## src/shared/ssc_map.svh

```systemverilog
// Constants for the start selector configuration check
`ifndef SSC_MAP_SVH
`define SSC_MAP_SVH
`define SSC_POS_W 3
`define SSC_APP_W 4
`define SSC_SAFE_IN_N 2
`define SSC_SETTLE_NS 1000
`define SSC_SETTLE_CYC ((`SSC_SETTLE_NS + 3) / 4)
`define SSC_CNT_W 9
`define SSC_APP_RST 4'h0
`define SSC_POS_RST 3'h0
`endif

```

## src/shared/ssc_pkg.sv

```systemverilog
// Types for the start selector configuration check
package ssc_pkg;
  typedef enum logic [1:0] {
    SSC_ST_SETTLE = 2'b00,
    SSC_ST_RUN = 2'b01,
    SSC_ST_SAFE = 2'b11
  } ssc_state_e;
  typedef struct packed {
    logic monitored;
    logic startup_test;
    logic dynamization;
  } ssc_cfg_s;
endpackage

```

## src/design/ssc_config_check.sv

```systemverilog
// Start selector decode, power-up capture and configuration check
//
// Behaviour
// - Positions 1,2,5,6 manual/auto; 3,4,7,8 monitored
// - Startup test on for even positions
// - Dynamization on for positions 1 to 4
// - Incompatible start/application combination flags error
// - Selectors captured only at power-up
// - Mismatch with captured positions flags error
// - Any error from capture on forces safe state until power cycle
// - Startup test: inputs must drop then return
`timescale 1ns/1ps
`include "ssc_map.svh"
module ssc_config_check
  import ssc_pkg::*;
#(
  parameter int POS_W = `SSC_POS_W,
  parameter int APP_W = `SSC_APP_W,
  parameter int SAFE_IN_N = `SSC_SAFE_IN_N,
  // Start function allowed per application: bit (app*8 + pos)
  parameter logic [(1<<`SSC_APP_W)*8-1:0] COMPAT = '1
) (
  // Clock and reset (reset is the power-on reset)
  input wire logic i_clk,
  input wire logic i_sys_rst,
  // Selectors: start position 0..7 means 1..8
  input wire logic [POS_W-1:0] i_start_sel,
  input wire logic [APP_W-1:0] i_app_sel,
  // Safety inputs and general errors from elsewhere
  input wire logic [SAFE_IN_N-1:0] i_safe_in,
  input wire logic i_other_err,
  // Decoded configuration
  output ssc_cfg_s o_cfg,
  output logic [APP_W-1:0] o_app_cfg,
  output logic o_cfg_valid,
  // Status
  output logic o_cfg_err,
  output logic o_safe_state,
  output logic o_startup_done
);
  // ----------------------------------------
  // State and capture
  // ----------------------------------------
  ssc_state_e state_reg;
  ssc_state_e state_next;
  logic [`SSC_CNT_W-1:0] cnt_reg;
  logic [`SSC_CNT_W-1:0] cnt_next;
  logic err_reg;
  logic err_next;
  logic [SAFE_IN_N-1:0] seen_off_reg;
  logic [SAFE_IN_N-1:0] seen_off_next;
  logic [SAFE_IN_N-1:0] back_on_reg;
  logic [SAFE_IN_N-1:0] back_on_next;
  ssc_cfg_s cfg_reg;
  ssc_cfg_s cfg_next;
  logic load;
  logic [POS_W-1:0] held_pos;
  logic [APP_W-1:0] held_app;
  logic mismatch;
  logic incompat;
  logic test_done;
  ssc_cfg_s dec;

  // Capture happens once, at the end of the settle window
  assign load = (state_reg == SSC_ST_SETTLE) && (cnt_reg == `SSC_CNT_W'(`SSC_SETTLE_CYC - 1));

  ssc_snap #(
    .POS_W(POS_W),
    .APP_W(APP_W)
  ) u_snap (
    .i_clk(i_clk),
    .i_sys_rst(i_sys_rst),
    .i_load(load),
    .i_pos(i_start_sel),
    .i_app(i_app_sel),
    .o_pos(held_pos),
    .o_app(held_app)
  );

  // ----------------------------------------
  // Start selector decode
  // ----------------------------------------
  // Code k is position k+1; the full table keeps each position on one line
  always_comb begin
    dec = '0;
    case (i_start_sel)
      3'h0: dec = '{monitored: 1'b0, startup_test: 1'b0, dynamization: 1'b1};
      3'h1: dec = '{monitored: 1'b0, startup_test: 1'b1, dynamization: 1'b1};
      3'h2: dec = '{monitored: 1'b1, startup_test: 1'b0, dynamization: 1'b1};
      3'h3: dec = '{monitored: 1'b1, startup_test: 1'b1, dynamization: 1'b1};
      3'h4: dec = '{monitored: 1'b0, startup_test: 1'b0, dynamization: 1'b0};
      3'h5: dec = '{monitored: 1'b0, startup_test: 1'b1, dynamization: 1'b0};
      3'h6: dec = '{monitored: 1'b1, startup_test: 1'b0, dynamization: 1'b0};
      3'h7: dec = '{monitored: 1'b1, startup_test: 1'b1, dynamization: 1'b0};
      default: dec = '0;
    endcase
  end

  // ----------------------------------------
  // Checks
  // ----------------------------------------
  // Compared every cycle after capture, so a knob turned under power is caught
  assign mismatch = (i_start_sel != held_pos) || (i_app_sel != held_app);
  assign incompat = !COMPAT[{i_app_sel, i_start_sel}];

  // Inputs already low at capture count as the first drop
  generate
    for (genvar g = 0; g < SAFE_IN_N; g++) begin : g_test
      always_comb begin
        seen_off_next[g] = seen_off_reg[g];
        back_on_next[g] = back_on_reg[g];
        if (state_reg == SSC_ST_SETTLE) begin
          seen_off_next[g] = 1'b0;
          back_on_next[g] = 1'b0;
        end else if (!i_safe_in[g]) begin
          seen_off_next[g] = 1'b1;
        end else if (seen_off_reg[g]) begin
          back_on_next[g] = 1'b1;
        end
      end
    end
  endgenerate

  assign test_done = !cfg_reg.startup_test || (&back_on_reg);

  always_ff @(posedge i_clk or posedge i_sys_rst) begin
    if (i_sys_rst) begin
      seen_off_reg <= '0;
      back_on_reg <= '0;
    end else begin
      seen_off_reg <= seen_off_next;
      back_on_reg <= back_on_next;
    end
  end

  // ----------------------------------------
  // Sticky configuration error
  // ----------------------------------------
  // Set only; a knob turned back into place must not clear it
  always_comb begin
    err_next = err_reg;
    if (load && incompat) begin
      err_next = 1'b1;
    end
    // Watched in safe state too: a move is a configuration error in run and safe state alike, but not during settle
    if ((state_reg != SSC_ST_SETTLE) && mismatch) begin
      err_next = 1'b1;
    end
  end

  always_ff @(posedge i_clk or posedge i_sys_rst) begin
    if (i_sys_rst) begin
      err_reg <= 1'b0;
    end else begin
      err_reg <= err_next;
    end
  end

  // ----------------------------------------
  // Sequencer
  // ----------------------------------------
  always_comb begin
    state_next = state_reg;
    cnt_next = cnt_reg;
    cfg_next = cfg_reg;
    case (state_reg)
      SSC_ST_SETTLE: begin
        cnt_next = cnt_reg + `SSC_CNT_W'(1);
        if (load) begin
          // Decode is kept even for a refused combination
          cfg_next = dec;
          if (incompat) begin
            state_next = SSC_ST_SAFE;
          end else if (i_other_err) begin
            state_next = SSC_ST_SAFE;
          end else begin
            state_next = SSC_ST_RUN;
          end
        end
      end
      SSC_ST_RUN: begin
        if (mismatch) begin
          state_next = SSC_ST_SAFE;
        end else if (i_other_err) begin
          state_next = SSC_ST_SAFE;
        end
      end
      SSC_ST_SAFE: begin
        // No exit: only power-on reset leaves here
        state_next = SSC_ST_SAFE;
      end
      default: begin
        state_next = SSC_ST_SAFE;
      end
    endcase
  end

  always_ff @(posedge i_clk or posedge i_sys_rst) begin
    if (i_sys_rst) begin
      state_reg <= SSC_ST_SETTLE;
      cnt_reg <= '0;
      cfg_reg <= '0;
    end else begin
      state_reg <= state_next;
      cnt_reg <= cnt_next;
      cfg_reg <= cfg_next;
    end
  end

  // ----------------------------------------
  // Outputs
  // ----------------------------------------
  assign o_cfg = cfg_reg;
  assign o_app_cfg = held_app;
  assign o_cfg_valid = (state_reg == SSC_ST_RUN);
  assign o_cfg_err = err_reg;
  // Outputs stay off until the startup test is through
  assign o_safe_state = (state_reg != SSC_ST_RUN) || !test_done;
  assign o_startup_done = test_done && (state_reg == SSC_ST_RUN);
endmodule // ssc_config_check

```

## src/design/ssc_snap.sv

```systemverilog
// Power-up capture register for the selector positions
`timescale 1ns/1ps
`include "ssc_map.svh"
module ssc_snap
  import ssc_pkg::*;
#(
  parameter int POS_W = `SSC_POS_W,
  parameter int APP_W = `SSC_APP_W
) (
  // Clock and reset
  input wire logic i_clk,
  input wire logic i_sys_rst,
  // Capture
  input wire logic i_load,
  input wire logic [POS_W-1:0] i_pos,
  input wire logic [APP_W-1:0] i_app,
  // Held values
  output logic [POS_W-1:0] o_pos,
  output logic [APP_W-1:0] o_app
);
  logic [POS_W-1:0] pos_reg;
  logic [POS_W-1:0] pos_next;
  logic [APP_W-1:0] app_reg;
  logic [APP_W-1:0] app_next;

  always_comb begin
    pos_next = pos_reg;
    app_next = app_reg;
    if (i_load) begin
      pos_next = i_pos;
      app_next = i_app;
    end
  end

  always_ff @(posedge i_clk or posedge i_sys_rst) begin
    if (i_sys_rst) begin
      pos_reg <= `SSC_POS_RST;
      app_reg <= `SSC_APP_RST;
    end else begin
      pos_reg <= pos_next;
      app_reg <= app_next;
    end
  end

  assign o_pos = pos_reg;
  assign o_app = app_reg;
endmodule // ssc_snap

```

## config.mk

```make
export PLATFORM = sky130hd
export DESIGN_NAME = ssc_config_check
export DESIGN_NICKNAME = d
export VERILOG_FILES = /design/src/shared/ssc_pkg.sv /design/src/design/ssc_config_check.sv /design/src/design/ssc_snap.sv
export VERILOG_INCLUDE_DIRS = /design/src /design/src/shared
export SDC_FILE = /design/constraint.sdc
export NUM_CORES = 1
export LEC_CHECK = 0
export BUFFER_PORTS_ARGS = -buffer_cell sky130_fd_sc_hd__buf_2
export CORE_MARGIN = 2
export CORE_UTILIZATION = 56
export CTS_CLUSTER_DIAMETER = 40
export DETAILED_ROUTE_END_ITERATION = 6
export PLACE_DENSITY = 0.81
export SLEW_MARGIN = 40
export SYNTH_ARGS = -nofsm -noshare
export SYNTH_HDL_FRONTEND = slang
export SYNTH_SLANG_ARGS = --single-unit
```

## constraint.sdc

```tcl
create_clock -name i_clk -period 3.04 [get_ports i_clk]
set_clock_uncertainty 0.2 [all_clocks]
set_input_delay 0.608 -clock i_clk [delete_from_list [all_inputs] [get_ports i_clk]]
set_output_delay 0.608 -clock i_clk [all_outputs]
set_load 0.05 [all_outputs]
```

==> results of run 1 <==
==> how the worst max path moves through the flow <==
stage | slack, ps | startpoint | end
after CTS | 940 | state_reg[1] | o_startup_done
after global routing | 830 | state_reg[1] | o_startup_done
final | 950 | state_reg[1] | o_startup_done
after detailed placement | 1130 | state_reg[1] | cnt_reg[5]
after global placement | 1200 | state_reg[1] | cnt_reg[5]
after floorplan | 490 | state_reg[1] | o_startup_done
==> final cells by class <==
cell class / count / area [um2] / area share [%]
multi-input cells: 58 / 466.7 / 36.82
flip-flops and latches: 24 / 600.6 / 47.38
clock buffers: 3 / 22.52 / 1.777
inverters: 9 / 33.78 / 2.665
well taps: 27 / 33.78 / 2.665
repair buffers: 22 / 110.1 / 8.687
==> routing by layer <==
layer	track usage [%]	vias up	routed length [um]
li1	-	349	-
met1	23.96	342	850
met2	30.82	12	862
met3	3.704	2	56
met4	4.762	0	19
met5	0	-	0
==> power by group <==
| part | internal [mW] | switching (mW) |
|---|---|---|
| clock network | 0.0461 | 0.0903 |
| logic | 0.0205 | 0.0344 |
| registers | 0.325 | 0.00497 |
| total | 0.391 | 0.130 |
==> cell usage in the layout (no fill, tap or decap) <==
cell,count
sky130_fd_sc_hd__clkbuf_4,3
sky130_fd_sc_hd__a21oi_1,6
sky130_fd_sc_hd__inv_1,8
sky130_fd_sc_hd__nand3_1,1
sky130_fd_sc_hd__ha_1,2
sky130_fd_sc_hd__nor2_2,1
sky130_fd_sc_hd__nand4_1,3
sky130_fd_sc_hd__a211oi_1,1
sky130_fd_sc_hd__mux2_4,7
sky130_fd_sc_hd__mux2i_1,1
sky130_fd_sc_hd__nor2_1,6
sky130_fd_sc_hd__nand2_1,6
sky130_fd_sc_hd__nor4_1,1
sky130_fd_sc_hd__xor2_1,7
sky130_fd_sc_hd__nand2_4,1
sky130_fd_sc_hd__inv_2,1
sky130_fd_sc_hd__nor4_4,1
sky130_fd_sc_hd__xnor2_1,8
sky130_fd_sc_hd__or3_1,1
sky130_fd_sc_hd__o21bai_1,1
sky130_fd_sc_hd__nor3_1,1
sky130_fd_sc_hd__dfrtp_1,24
sky130_fd_sc_hd__nand2b_1,2
sky130_fd_sc_hd__buf_2,22
sky130_fd_sc_hd__nand4_2,1
==> kinds of logic after synthesis <==
| logic type | after synthesis |
|---|---|
| AO/OA/AOI/OAI | 8 |
| XOR/XNOR | 15 |
| adder cells (fa/ha/maj) | 2 |
| buffers and inverters | 12 |
| flip-flops | 24 |
| multiplexers | 8 |
| AND/OR/NAND/NOR | 25 |
==> metrics by stage <==
stage	instances	total power, mW
after detailed placement	140	0.3914
after global routing	143	0.5386
after CTS	143	0.5230
after floorplan	94	0.3747
final	143	0.5209
after global placement	140	0.3897
==> key figures, run 1 <==
Hold path
  • Type of the worst min-delay path: primary input to async pin

Worst setup path
  • Worst Path Max Fanout: 4
  • Reg2reg end: cnt_reg[5]
  • Data required time of the worst path: 2230 ps
  • Sequence of cells on the critical path: nand2b_1, inv_1, nand2_1, inv_1, buf_2
  • Type of the worst setup path: register to output port
  • Type of element launching the critical path: register
  • Critical Path Max Stage Delay: 430 ps
  • Path depth of the worst reg2reg path: 4
  • Crit path arrival time: 1280 ps
  • Critical Path Slowest Stage Cell: sky130_fd_sc_hd__dfrtp_1
  • Dominant delay contributor by cell family on the critical path: flip-flops
  • R2R setup slack: 1130 ps
  • Kind of capture point of the worst setup path: output port
  • Crit-path most repeated cell: sky130_fd_sc_hd__inv_1
  • CP Depth: 5
  • Origin of the critical flop-to-flop path: state_reg[1]
  • Combined buffer and inverter count along the critical path: 3

Die
  • Area enclosed by the die boundary: 2373 um2
  • Total I/O pin count: 23
  • Initial standard-cell utilization of the core: 58.27%
  • Die Span X: 48.72 um
  • Core footprint: 1922 um2
  • Core Rows: 16
  • Die Span Y: 48.72 um

STA
  • Final Hold Slack: 109.6 ps
  • Minimum clock period after layout: 2093 ps
  • Highest Clock Rate: 477.8 MHz
  • RSZ-0062 raised after global routing: false
  • Max-slew violation count: 0
  • Final setup margin: 947.2 ps
  • Period utilisation layout: 68.84%
  • Slew of the pin with the lowest slew margin: 538.9 ps
  • Final count of negative-setup-slack endpoints: 0
  • Worst slew margin relative to its limit: 64.03%
  • Hold violation total from the final report: 0
  • Setup total negative slack: 0 ps

Logic synthesis
  • Cells after Synth: 94
  • Warning count from the yosys run: 0
  • Commonest cells in the synthesized netlist: sky130_fd_sc_hd__dfrtp_1, sky130_fd_sc_hd__inv_1, sky130_fd_sc_hd__xnor2_1
  • Share of flip-flops with an asynchronous set or reset: 100.0%
  • Cell with the most instances after synthesis: sky130_fd_sc_hd__dfrtp_1
  • Syn_area_per_cell: 11.91 um2
  • Combinational family with the most area after synthesis: simple AND/OR/NAND/NOR gates
  • Share of the synthesized area in compound gates (AO/OA/AOI/OAI): 4.022%
  • Number of distinct library cells after synthesis: 24
  • Cell accounting for the most synthesized area: sky130_fd_sc_hd__dfrtp_1
  • Multiplexer area fraction after synthesis: 10.28%
  • Fraction of synthesized cell area in xor and xnor cells: 11.73%
  • Share of the synthesized area in the top cell type: 53.63%
  • Sequential cell area fraction in the yosys report: 53.63%
  • Most instantiated flip-flop cell in the synthesis netlist: sky130_fd_sc_hd__dfrtp_1
  • Number of flip-flops and latches in the synthesized netlist: 24
  • Syn_nets: 108
  • EDFF count, synth: 0
  • Netlist area before placement: 1120 um2
  • Simple-Gate Fraction of Synth Area: 13.41%
  • Biggest area contributors in the synthesized netlist: sky130_fd_sc_hd__dfrtp_1, sky130_fd_sc_hd__mux2_4, sky130_fd_sc_hd__xnor2_1, sky130_fd_sc_hd__xor2_1, sky130_fd_sc_hd__inv_1
  • Post-synthesis share of cell area spent on full adders, half adders and majority gates: 2.235%

Clock network
  • Clock input transition at the sequential cells of the worst setup and hold paths: 130 ps
  • Number of hold buffers added after cts: 0
  • Total clock sinks: 24
  • H-Tree Depth: 1
  • Postcts setup bufs: 0
  • Post-cts gate resize count: 0
  • Clock insertion delay at the later pin of the skew report: 300 ps
  • Clk Tree Root Cell: sky130_fd_sc_hd__clkbuf_4
  • Maximum count of clock buffers along a single path: 2
  • TritonCTS clock tree: done
  • Cts bufs inserted: 3

Detailed routing
  • Number of antenna-violating nets in the routed design: 0
  • Number of vias in the routed layout: 705
  • Average detailed-routed wire length per instance: 12.50 um
  • DRT Wirelength: 1.788 mm
  • Post-DR vias/cell: 4.930
  • Number of detailed-routing iterations run before antenna repair: 2
  • Detailed router's first-iteration violation count: 5
  • Final routed DRC violation total: 0

Placed design
  • GPL Wtd Cong: 0.7739
  • Buffers on Ports: 22
  • HPWL after detailed placement: 1.334 mm
  • Placement-stage cell area: 1245 um2
  • Setup slack at placement: 1125 ps

Layout
  • Final nets: 132
  • Utilization after layout: 65.95%
  • Largest register FFs: 9
  • # diodes: 0
  • Area Growth Syn to Fin: 13.18%
  • Final instance area: 1267 um2
  • Proportion of layout cells with a drive suffix above 1: 31.90%
  • Filler cell count in the final layout: 173

Global route
  • Global-route usage over all layers: 18.21%
  • Number of antenna violations at the first check in global routing: 0
  • Wire length of the first global-routing pass: 3.312 mm
  • Remaining Overflow, GRT: 0
  • Number of global-route vias before repair: 767
  • Pin count of the biggest net entering global routing: 25

Pwr
  • IR drop worst, VDD: 424.7 uV
  • Lkg Pwr: 0.6384 nW
  • Power per standard cell area: 411.0 nW/um2

Run status
  • Result of the run: finished clean

Flow run
  • Number of max-cap violations: 0
Note: power is estimated with default switching activity, not from simulation.
==> inputs of run 2 (changes only) <==
--- a/config.mk
+++ b/config.mk
@@ -8,10 +8,10 @@
 export LEC_CHECK = 0
 export BUFFER_PORTS_ARGS = -buffer_cell sky130_fd_sc_hd__buf_2
 export CORE_MARGIN = 2
-export CORE_UTILIZATION = 56
+export CORE_UTILIZATION = 47
 export CTS_CLUSTER_DIAMETER = 40
 export DETAILED_ROUTE_END_ITERATION = 6
-export PLACE_DENSITY = 0.81
+export PLACE_DENSITY = 0.73
 export SLEW_MARGIN = 40
 export SYNTH_ARGS = -nofsm -noshare
 export SYNTH_HDL_FRONTEND = slang
==> constraint.sdc (replaced) <==
create_clock -name i_clk -period 1.9 [get_ports i_clk]
set_clock_uncertainty 0.2 [all_clocks]
set_input_delay 0.38 -clock i_clk [delete_from_list [all_inputs] [get_ports i_clk]]
set_output_delay 0.38 -clock i_clk [all_outputs]
set_load 0.05 [all_outputs]
==> run 2 against run 1 <==
Critical path depth is the same. Global-route usage shrank 0.58 points. Routed wire length grew 14%. Sequential share of layout area shrank 3.1 points. Sequential power grew 60%. Combinational power grew 70%. Worst setup slack lost 930 ps. Critical endpoint unchanged. First-iteration DRC count grew to 3.4 times the previous value. Largest power group unchanged. Register-to-register slack lost 1000 ps. Via count grew 6.7%. Design area grew 7.0%. Die area grew 18%.
==> key figures, run 2 (synthesis gave the netlist of run 1 again) <==
Run status
  • Result of the run: finished clean

STA
  • Setup total negative slack: 0 ps
  • Hold violation total from the final report: 0
  • Final count of negative-setup-slack endpoints: 0
  • Max-slew violation count: 0
  • Worst slew margin relative to its limit: 73.92%
  • Period utilisation layout: 99.04%
  • Highest Clock Rate: 531.4 MHz
  • Slew of the pin with the lowest slew margin: 387.7 ps
  • Minimum clock period after layout: 1882 ps
  • RSZ-0062 raised after global routing: true

Placed design
  • HPWL after detailed placement: 1.529 mm
  • Buffers on Ports: 22
  • Post-placement cell count: 143
  • GPL Wtd Cong: 0.6903

Clock network
  • Clock input transition at the sequential cells of the worst setup and hold paths: 120 ps
  • TritonCTS clock tree: done
  • Clock insertion delay at the later pin of the skew report: 310 ps
  • Maximum count of clock buffers along a single path: 2
  • H-Tree Depth: 1
  • Clk Tree Root Cell: sky130_fd_sc_hd__clkbuf_4
  • Cts bufs inserted: 3
  • Total clock sinks: 24

Layout
  • Combined area of the multi-input logic cells: 483.0 um2
  • Proportion of layout cells with a drive suffix above 1: 36.59%
  • Most common library cell in the layout ignoring fill and taps: sky130_fd_sc_hd__dfrtp_1
  • Final nets: 139
  • Commonest cells after routing, fill and taps aside: sky130_fd_sc_hd__dfrtp_1, sky130_fd_sc_hd__buf_2, sky130_fd_sc_hd__xnor2_1
  • Utilization after layout: 60.73%
  • Filler cell count in the final layout: 184
  • # diodes: 0
  • Final instance count without filler cells: 151
  • Area Growth Syn to Fin: 21.12%
  • Largest register FFs: 9
  • Sequential cell area: 600.6 um2

Pwr
  • Power per standard cell area: 617.8 nW/um2
  • Lkg Pwr: 0.6602 nW
  • IR drop worst, VDD: 631.3 uV

Detailed routing
  • Final routed DRC violation total: 0
  • Number of detailed-routing iterations run before antenna repair: 2
  • Number of antenna-violating nets in the routed design: 0
  • Number of vias in the routed layout: 752
  • Post-DR vias/cell: 4.980
  • DRT Wirelength: 2.043 mm
  • Detailed router's first-iteration violation count: 17
  • Average detailed-routed wire length per instance: 13.53 um

Die
  • Die Span Y: 52.81 um
  • Core Rows: 17
  • Die Span X: 52.81 um
  • Total I/O pin count: 23
  • Area enclosed by the die boundary: 2789 um2
  • Initial standard-cell utilization of the core: 50.14%
  • Core footprint: 2233 um2

Global route
  • Number of antenna violations at the first check in global routing: 0
  • Number of global-route vias before repair: 780
  • Wire length of the first global-routing pass: 3.450 mm
  • Global-route usage over all layers: 17.63%
  • Remaining Overflow, GRT: 0
  • Pin count of the biggest net entering global routing: 25

Worst setup path
  • Type of the worst setup path: register to output port
  • Data required time of the worst path: 1320 ps
  • Kind of capture point of the worst setup path: output port
  • Origin of the critical flop-to-flop path: state_reg[1]
  • Worst Path Max Fanout: 2
  • Crit path arrival time: 1300 ps
  • Path depth of the worst reg2reg path: 6
  • Type of element launching the critical path: register
  • Critical path launch point: state_reg[1]

Flow run
  • Number of max-cap violations: 0

Hold path
  • Hold path depth: 2
  • Type of the worst min-delay path: primary input to register
  • Hold path startpoint: i_safe_in[1]
[run 2: cell types whose count changed in the layout (fill, tap and decap cells not counted)]
cell / delta
sky130_fd_sc_hd__buf_6: +1
sky130_fd_sc_hd__dlygate4sd3_1: +1
sky130_fd_sc_hd__clkinvlp_4: +2
sky130_fd_sc_hd__inv_1: -1
sky130_fd_sc_hd__nand2_8: +1
sky130_fd_sc_hd__inv_2: -1
sky130_fd_sc_hd__nand2_1: -1
sky130_fd_sc_hd__buf_4: +7
sky130_fd_sc_hd__buf_2: -2
[run 2: final timing paths]
| check | to | slack (ps) |
|---|---|---|
| worst min register to register | cnt_reg[7] | 310 |
| worst max register to register | cnt_reg[5] | 110 |
| min in group asynchronous | u_snap.o_app[0] | 440 |
| worst max-delay path | o_startup_done | 20 |
| worst min-delay path | seen_off_reg[1] | 40 |
| max in group asynchronous | cnt_reg[6] | 830 |
[run 2: critical path, stage by stage, from the launching register on]
cell,delay (ps)
sky130_fd_sc_hd__dfrtp_1,370
sky130_fd_sc_hd__nand2b_1,160
sky130_fd_sc_hd__clkinvlp_4,150
sky130_fd_sc_hd__nand2_8,80
sky130_fd_sc_hd__clkinvlp_4,70
sky130_fd_sc_hd__buf_6,150
[run 2: per-stage QoR]
step | instance area (um2) | total power [mW] | hold slack (ps) | setup slack [ps]
after floorplan | 1144 | 0.6009 | 194.6 | 10.62
after global placement | 1285 | 0.6272 | 235.6 | 180.1
after detailed placement | 1285 | 0.6314 | 248.0 | 124.4
after CTS | 1341 | 0.8537 | 19.15 | 23.49
after global routing | 1356 | 0.8779 | 14.19 | -66.91
final | 1356 | 0.8379 | 38.32 | 18.15
[run 2: layer usage]
layer	vias up	global-route usage [%]	part of all wire [%]
met5	-	0	0
met4	0	3.846	0.69
met3	2	6.286	4.1
met2	17	31.25	54
met1	369	20.14	42
li1	364	-	-
[run 2: cell type report]
type	count	area share [%]
sequential	24	44.28
multi-input combinational	58	35.61
timing repair buffer	29	12.82
inverter	9	3.044
tap	28	2.583
clock buffer	3	1.661
[run 2: repair_timing]
item	4_1_cts	5_1_grt
setup endpoints to repair	3	3
pin swaps	0	2
resized for setup	3	0
buffers inserted	2	2
hold endpoints to repair	24	0
hold buffers	1	0
[run 2: power by group]
group	internal, mW	switching, mW	leakage, nW
clock	0.0741	0.142	0.0138
combinational	0.0354	0.0582	0.349
sequential	0.519	0.00831	0.297
==> inputs of run 3 (changes only) <==
--- a/config.mk
+++ b/config.mk
@@ -12,6 +12,7 @@
 export CTS_CLUSTER_DIAMETER = 40
 export DETAILED_ROUTE_END_ITERATION = 6
 export PLACE_DENSITY = 0.73
+export REMOVE_ABC_BUFFERS = 1
 export SLEW_MARGIN = 40
 export SYNTH_ARGS = -nofsm -noshare
 export SYNTH_HDL_FRONTEND = slang
==> run 3 against run 2 <==
First-iteration DRC count is 59% lower. Count of clock-buffer cells in the layout unchanged. Critical path depth stayed put. Combinational power fell by 1%. Design area fell by 3.2%. Power shrank 1.6%. Final cell count shrank 2.6%. Largest cell class unchanged.
==> key figures, run 3 (synthesis gave the netlist of run 1 again) <==
Clock network
  • Postcts setup bufs: 0
  • Clk Tree Root Cell: sky130_fd_sc_hd__clkbuf_4
  • TritonCTS clock tree: done
  • Maximum count of clock buffers along a single path: 2
  • Cts bufs inserted: 3
  • Clock input transition at the sequential cells of the worst setup and hold paths: 110 ps
  • Total clock sinks: 24
  • H-Tree Depth: 1
  • Clock insertion delay at the later pin of the skew report: 290 ps

STA
  • Final Hold Slack: 51.98 ps
  • Highest Clock Rate: 555.9 MHz
  • Period utilisation layout: 94.67%
  • Slew of the pin with the lowest slew margin: 405.0 ps
  • Minimum clock period after layout: 1799 ps
  • Worst slew margin relative to its limit: 72.75%
  • Hold violation total from the final report: 0
  • Max-slew violation count: 0
  • RSZ-0062 raised after global routing: false
  • Final count of negative-setup-slack endpoints: 0

Die
  • Initial standard-cell utilization of the core: 50.14%
  • Area enclosed by the die boundary: 2789 um2
  • Die Span Y: 52.81 um
  • Total I/O pin count: 23
  • Core Rows: 17
  • Die Span X: 52.81 um
  • Core footprint: 2233 um2

Layout
  • Proportion of layout cells with a drive suffix above 1: 33.61%
  • Final instance count without filler cells: 147
  • Final nets: 135
  • Largest register FFs: 9
  • Commonest cells after routing, fill and taps aside: sky130_fd_sc_hd__dfrtp_1, sky130_fd_sc_hd__buf_2, sky130_fd_sc_hd__inv_1
  • Most common library cell in the layout ignoring fill and taps: sky130_fd_sc_hd__dfrtp_1
  • Filler cell count in the final layout: 196
  • Area Growth Syn to Fin: 17.21%
  • # diodes: 0

Global route
  • Global-route usage over all layers: 16.32%
  • Remaining Overflow, GRT: 0
  • Wire length of the first global-routing pass: 3.270 mm
  • Number of antenna violations at the first check in global routing: 0
  • Number of global-route vias before repair: 752
  • Pin count of the biggest net entering global routing: 25

Detailed routing
  • Detailed router's first-iteration violation count: 7
  • Number of antenna-violating nets in the routed design: 0
  • Post-DR vias/cell: 4.918
  • Average detailed-routed wire length per instance: 13.07 um
  • Number of vias in the routed layout: 723
  • Final routed DRC violation total: 0
  • DRT Wirelength: 1.922 mm
  • Number of detailed-routing iterations run before antenna repair: 3

Placed design
  • Buffers on Ports: 22
  • Post-placement cell count: 143
  • GPL Wtd Cong: 0.7357
  • HPWL after detailed placement: 1.456 mm

Worst setup path
  • Worst Path Max Fanout: 4
  • Type of element launching the critical path: register
  • Data required time of the worst path: 1320 ps
  • Kind of capture point of the worst setup path: output port
  • Type of the worst setup path: register to output port
  • Crit path arrival time: 1220 ps

Pwr
  • Lkg Pwr: 0.6571 nW
  • IR drop worst, VDD: 326.0 uV
  • Power per standard cell area: 628.5 nW/um2

Flow run
  • Number of max-cap violations: 0

Run status
  • Result of the run: finished clean

Hold path
  • Type of the worst min-delay path: primary input to register
==> run 3: cell types whose count changed in the layout (fill, tap and decap cells not counted) <==
cell	before	now
sky130_fd_sc_hd__clkinvlp_4	2	0
sky130_fd_sc_hd__clkbuf_4	3	4
sky130_fd_sc_hd__buf_4	7	2
sky130_fd_sc_hd__nand2b_1	2	1
sky130_fd_sc_hd__nand2_8	1	0
sky130_fd_sc_hd__inv_1	7	9
sky130_fd_sc_hd__nand2_2	0	1
sky130_fd_sc_hd__nand2b_4	0	1
==> run 3: critical path, cell delays in order, from the launching register on <==
cell and delay, ps:
sky130_fd_sc_hd__dfrtp_1 430, sky130_fd_sc_hd__nand2b_4 150, sky130_fd_sc_hd__inv_1 70, sky130_fd_sc_hd__nand2_2 60
sky130_fd_sc_hd__inv_1 60, sky130_fd_sc_hd__buf_6 150
==> run 3: through the flow <==
| stage | cell area (um2) | total power, mW | utilization [%] | TNS (ps) | worst slack [ps] |
|---|---|---|---|---|---|
| floorplan | 1101 | 0.5963 | - | -419.6 | -419.6 |
| global placement | 1261 | 0.6260 | 56.47 | 0 | 194.1 |
| detailed placement | 1261 | 0.6291 | 56.47 | 0 | 173.9 |
| CTS | 1294 | 0.8384 | 57.93 | 0 | 6.262 |
| global route | 1313 | 0.8744 | 58.77 | 0 | 0.06328 |
| finish | 1313 | 0.8249 | 58.77 | 0 | 101.3 |
==> run 3: cell type report <==
cell class                 count  area, um2  area share (%)
clock buffer                   3      22.52           1.716
inverter                       9      33.78           2.574
multi-input combinational     58      476.7           36.32
sequential                    24      600.6           45.76
tap                           28      35.03           2.669
timing repair buffer          25      143.9           10.96
==> run 3: routing by layer <==
metal  global-route usage, %  up-vias  part of all wire [%]
met1                   19.16      350                    43
met2                   29.38       13                    54
met3                   2.571        2                   3.2
li1                        -      358                     -
met5                       0        -                     0
met4                   6.410        0                  0.42
==> run 3: path summary, 6_finish.rpt <==
path	start	end	slack, ps	depth (start not counted)
setup / recovery	state_reg[1]	o_startup_done	100	5
hold / removal	i_safe_in[0]	seen_off_reg[0]	50	2
setup reg to reg	cnt_reg[1]	u_snap.o_app[2]	180	6
hold reg to reg	cnt_reg[7]	cnt_reg[7]	300	1
max in group asynchronous	i_sys_rst	state_reg[1]	820	4
min in group asynchronous	i_sys_rst	cnt_reg[6]	450	4
==> run 3: what timing repair did <==
item | 4_1_cts | 5_1_grt
hold buffers | 1 | 0
endpoints found under the hold margin | 24 | 0
endpoints found under the setup margin | 0 | 2
gates resized for setup | 0 | 6
==> run 3: power by group <==
group          switching [mW]  internal (mW)  total (mW)  leakage [nW]
Clock                   0.131         0.0738       0.205        0.0138
Combinational          0.0570         0.0354      0.0924         0.346
Sequential            0.00808          0.519       0.527         0.297
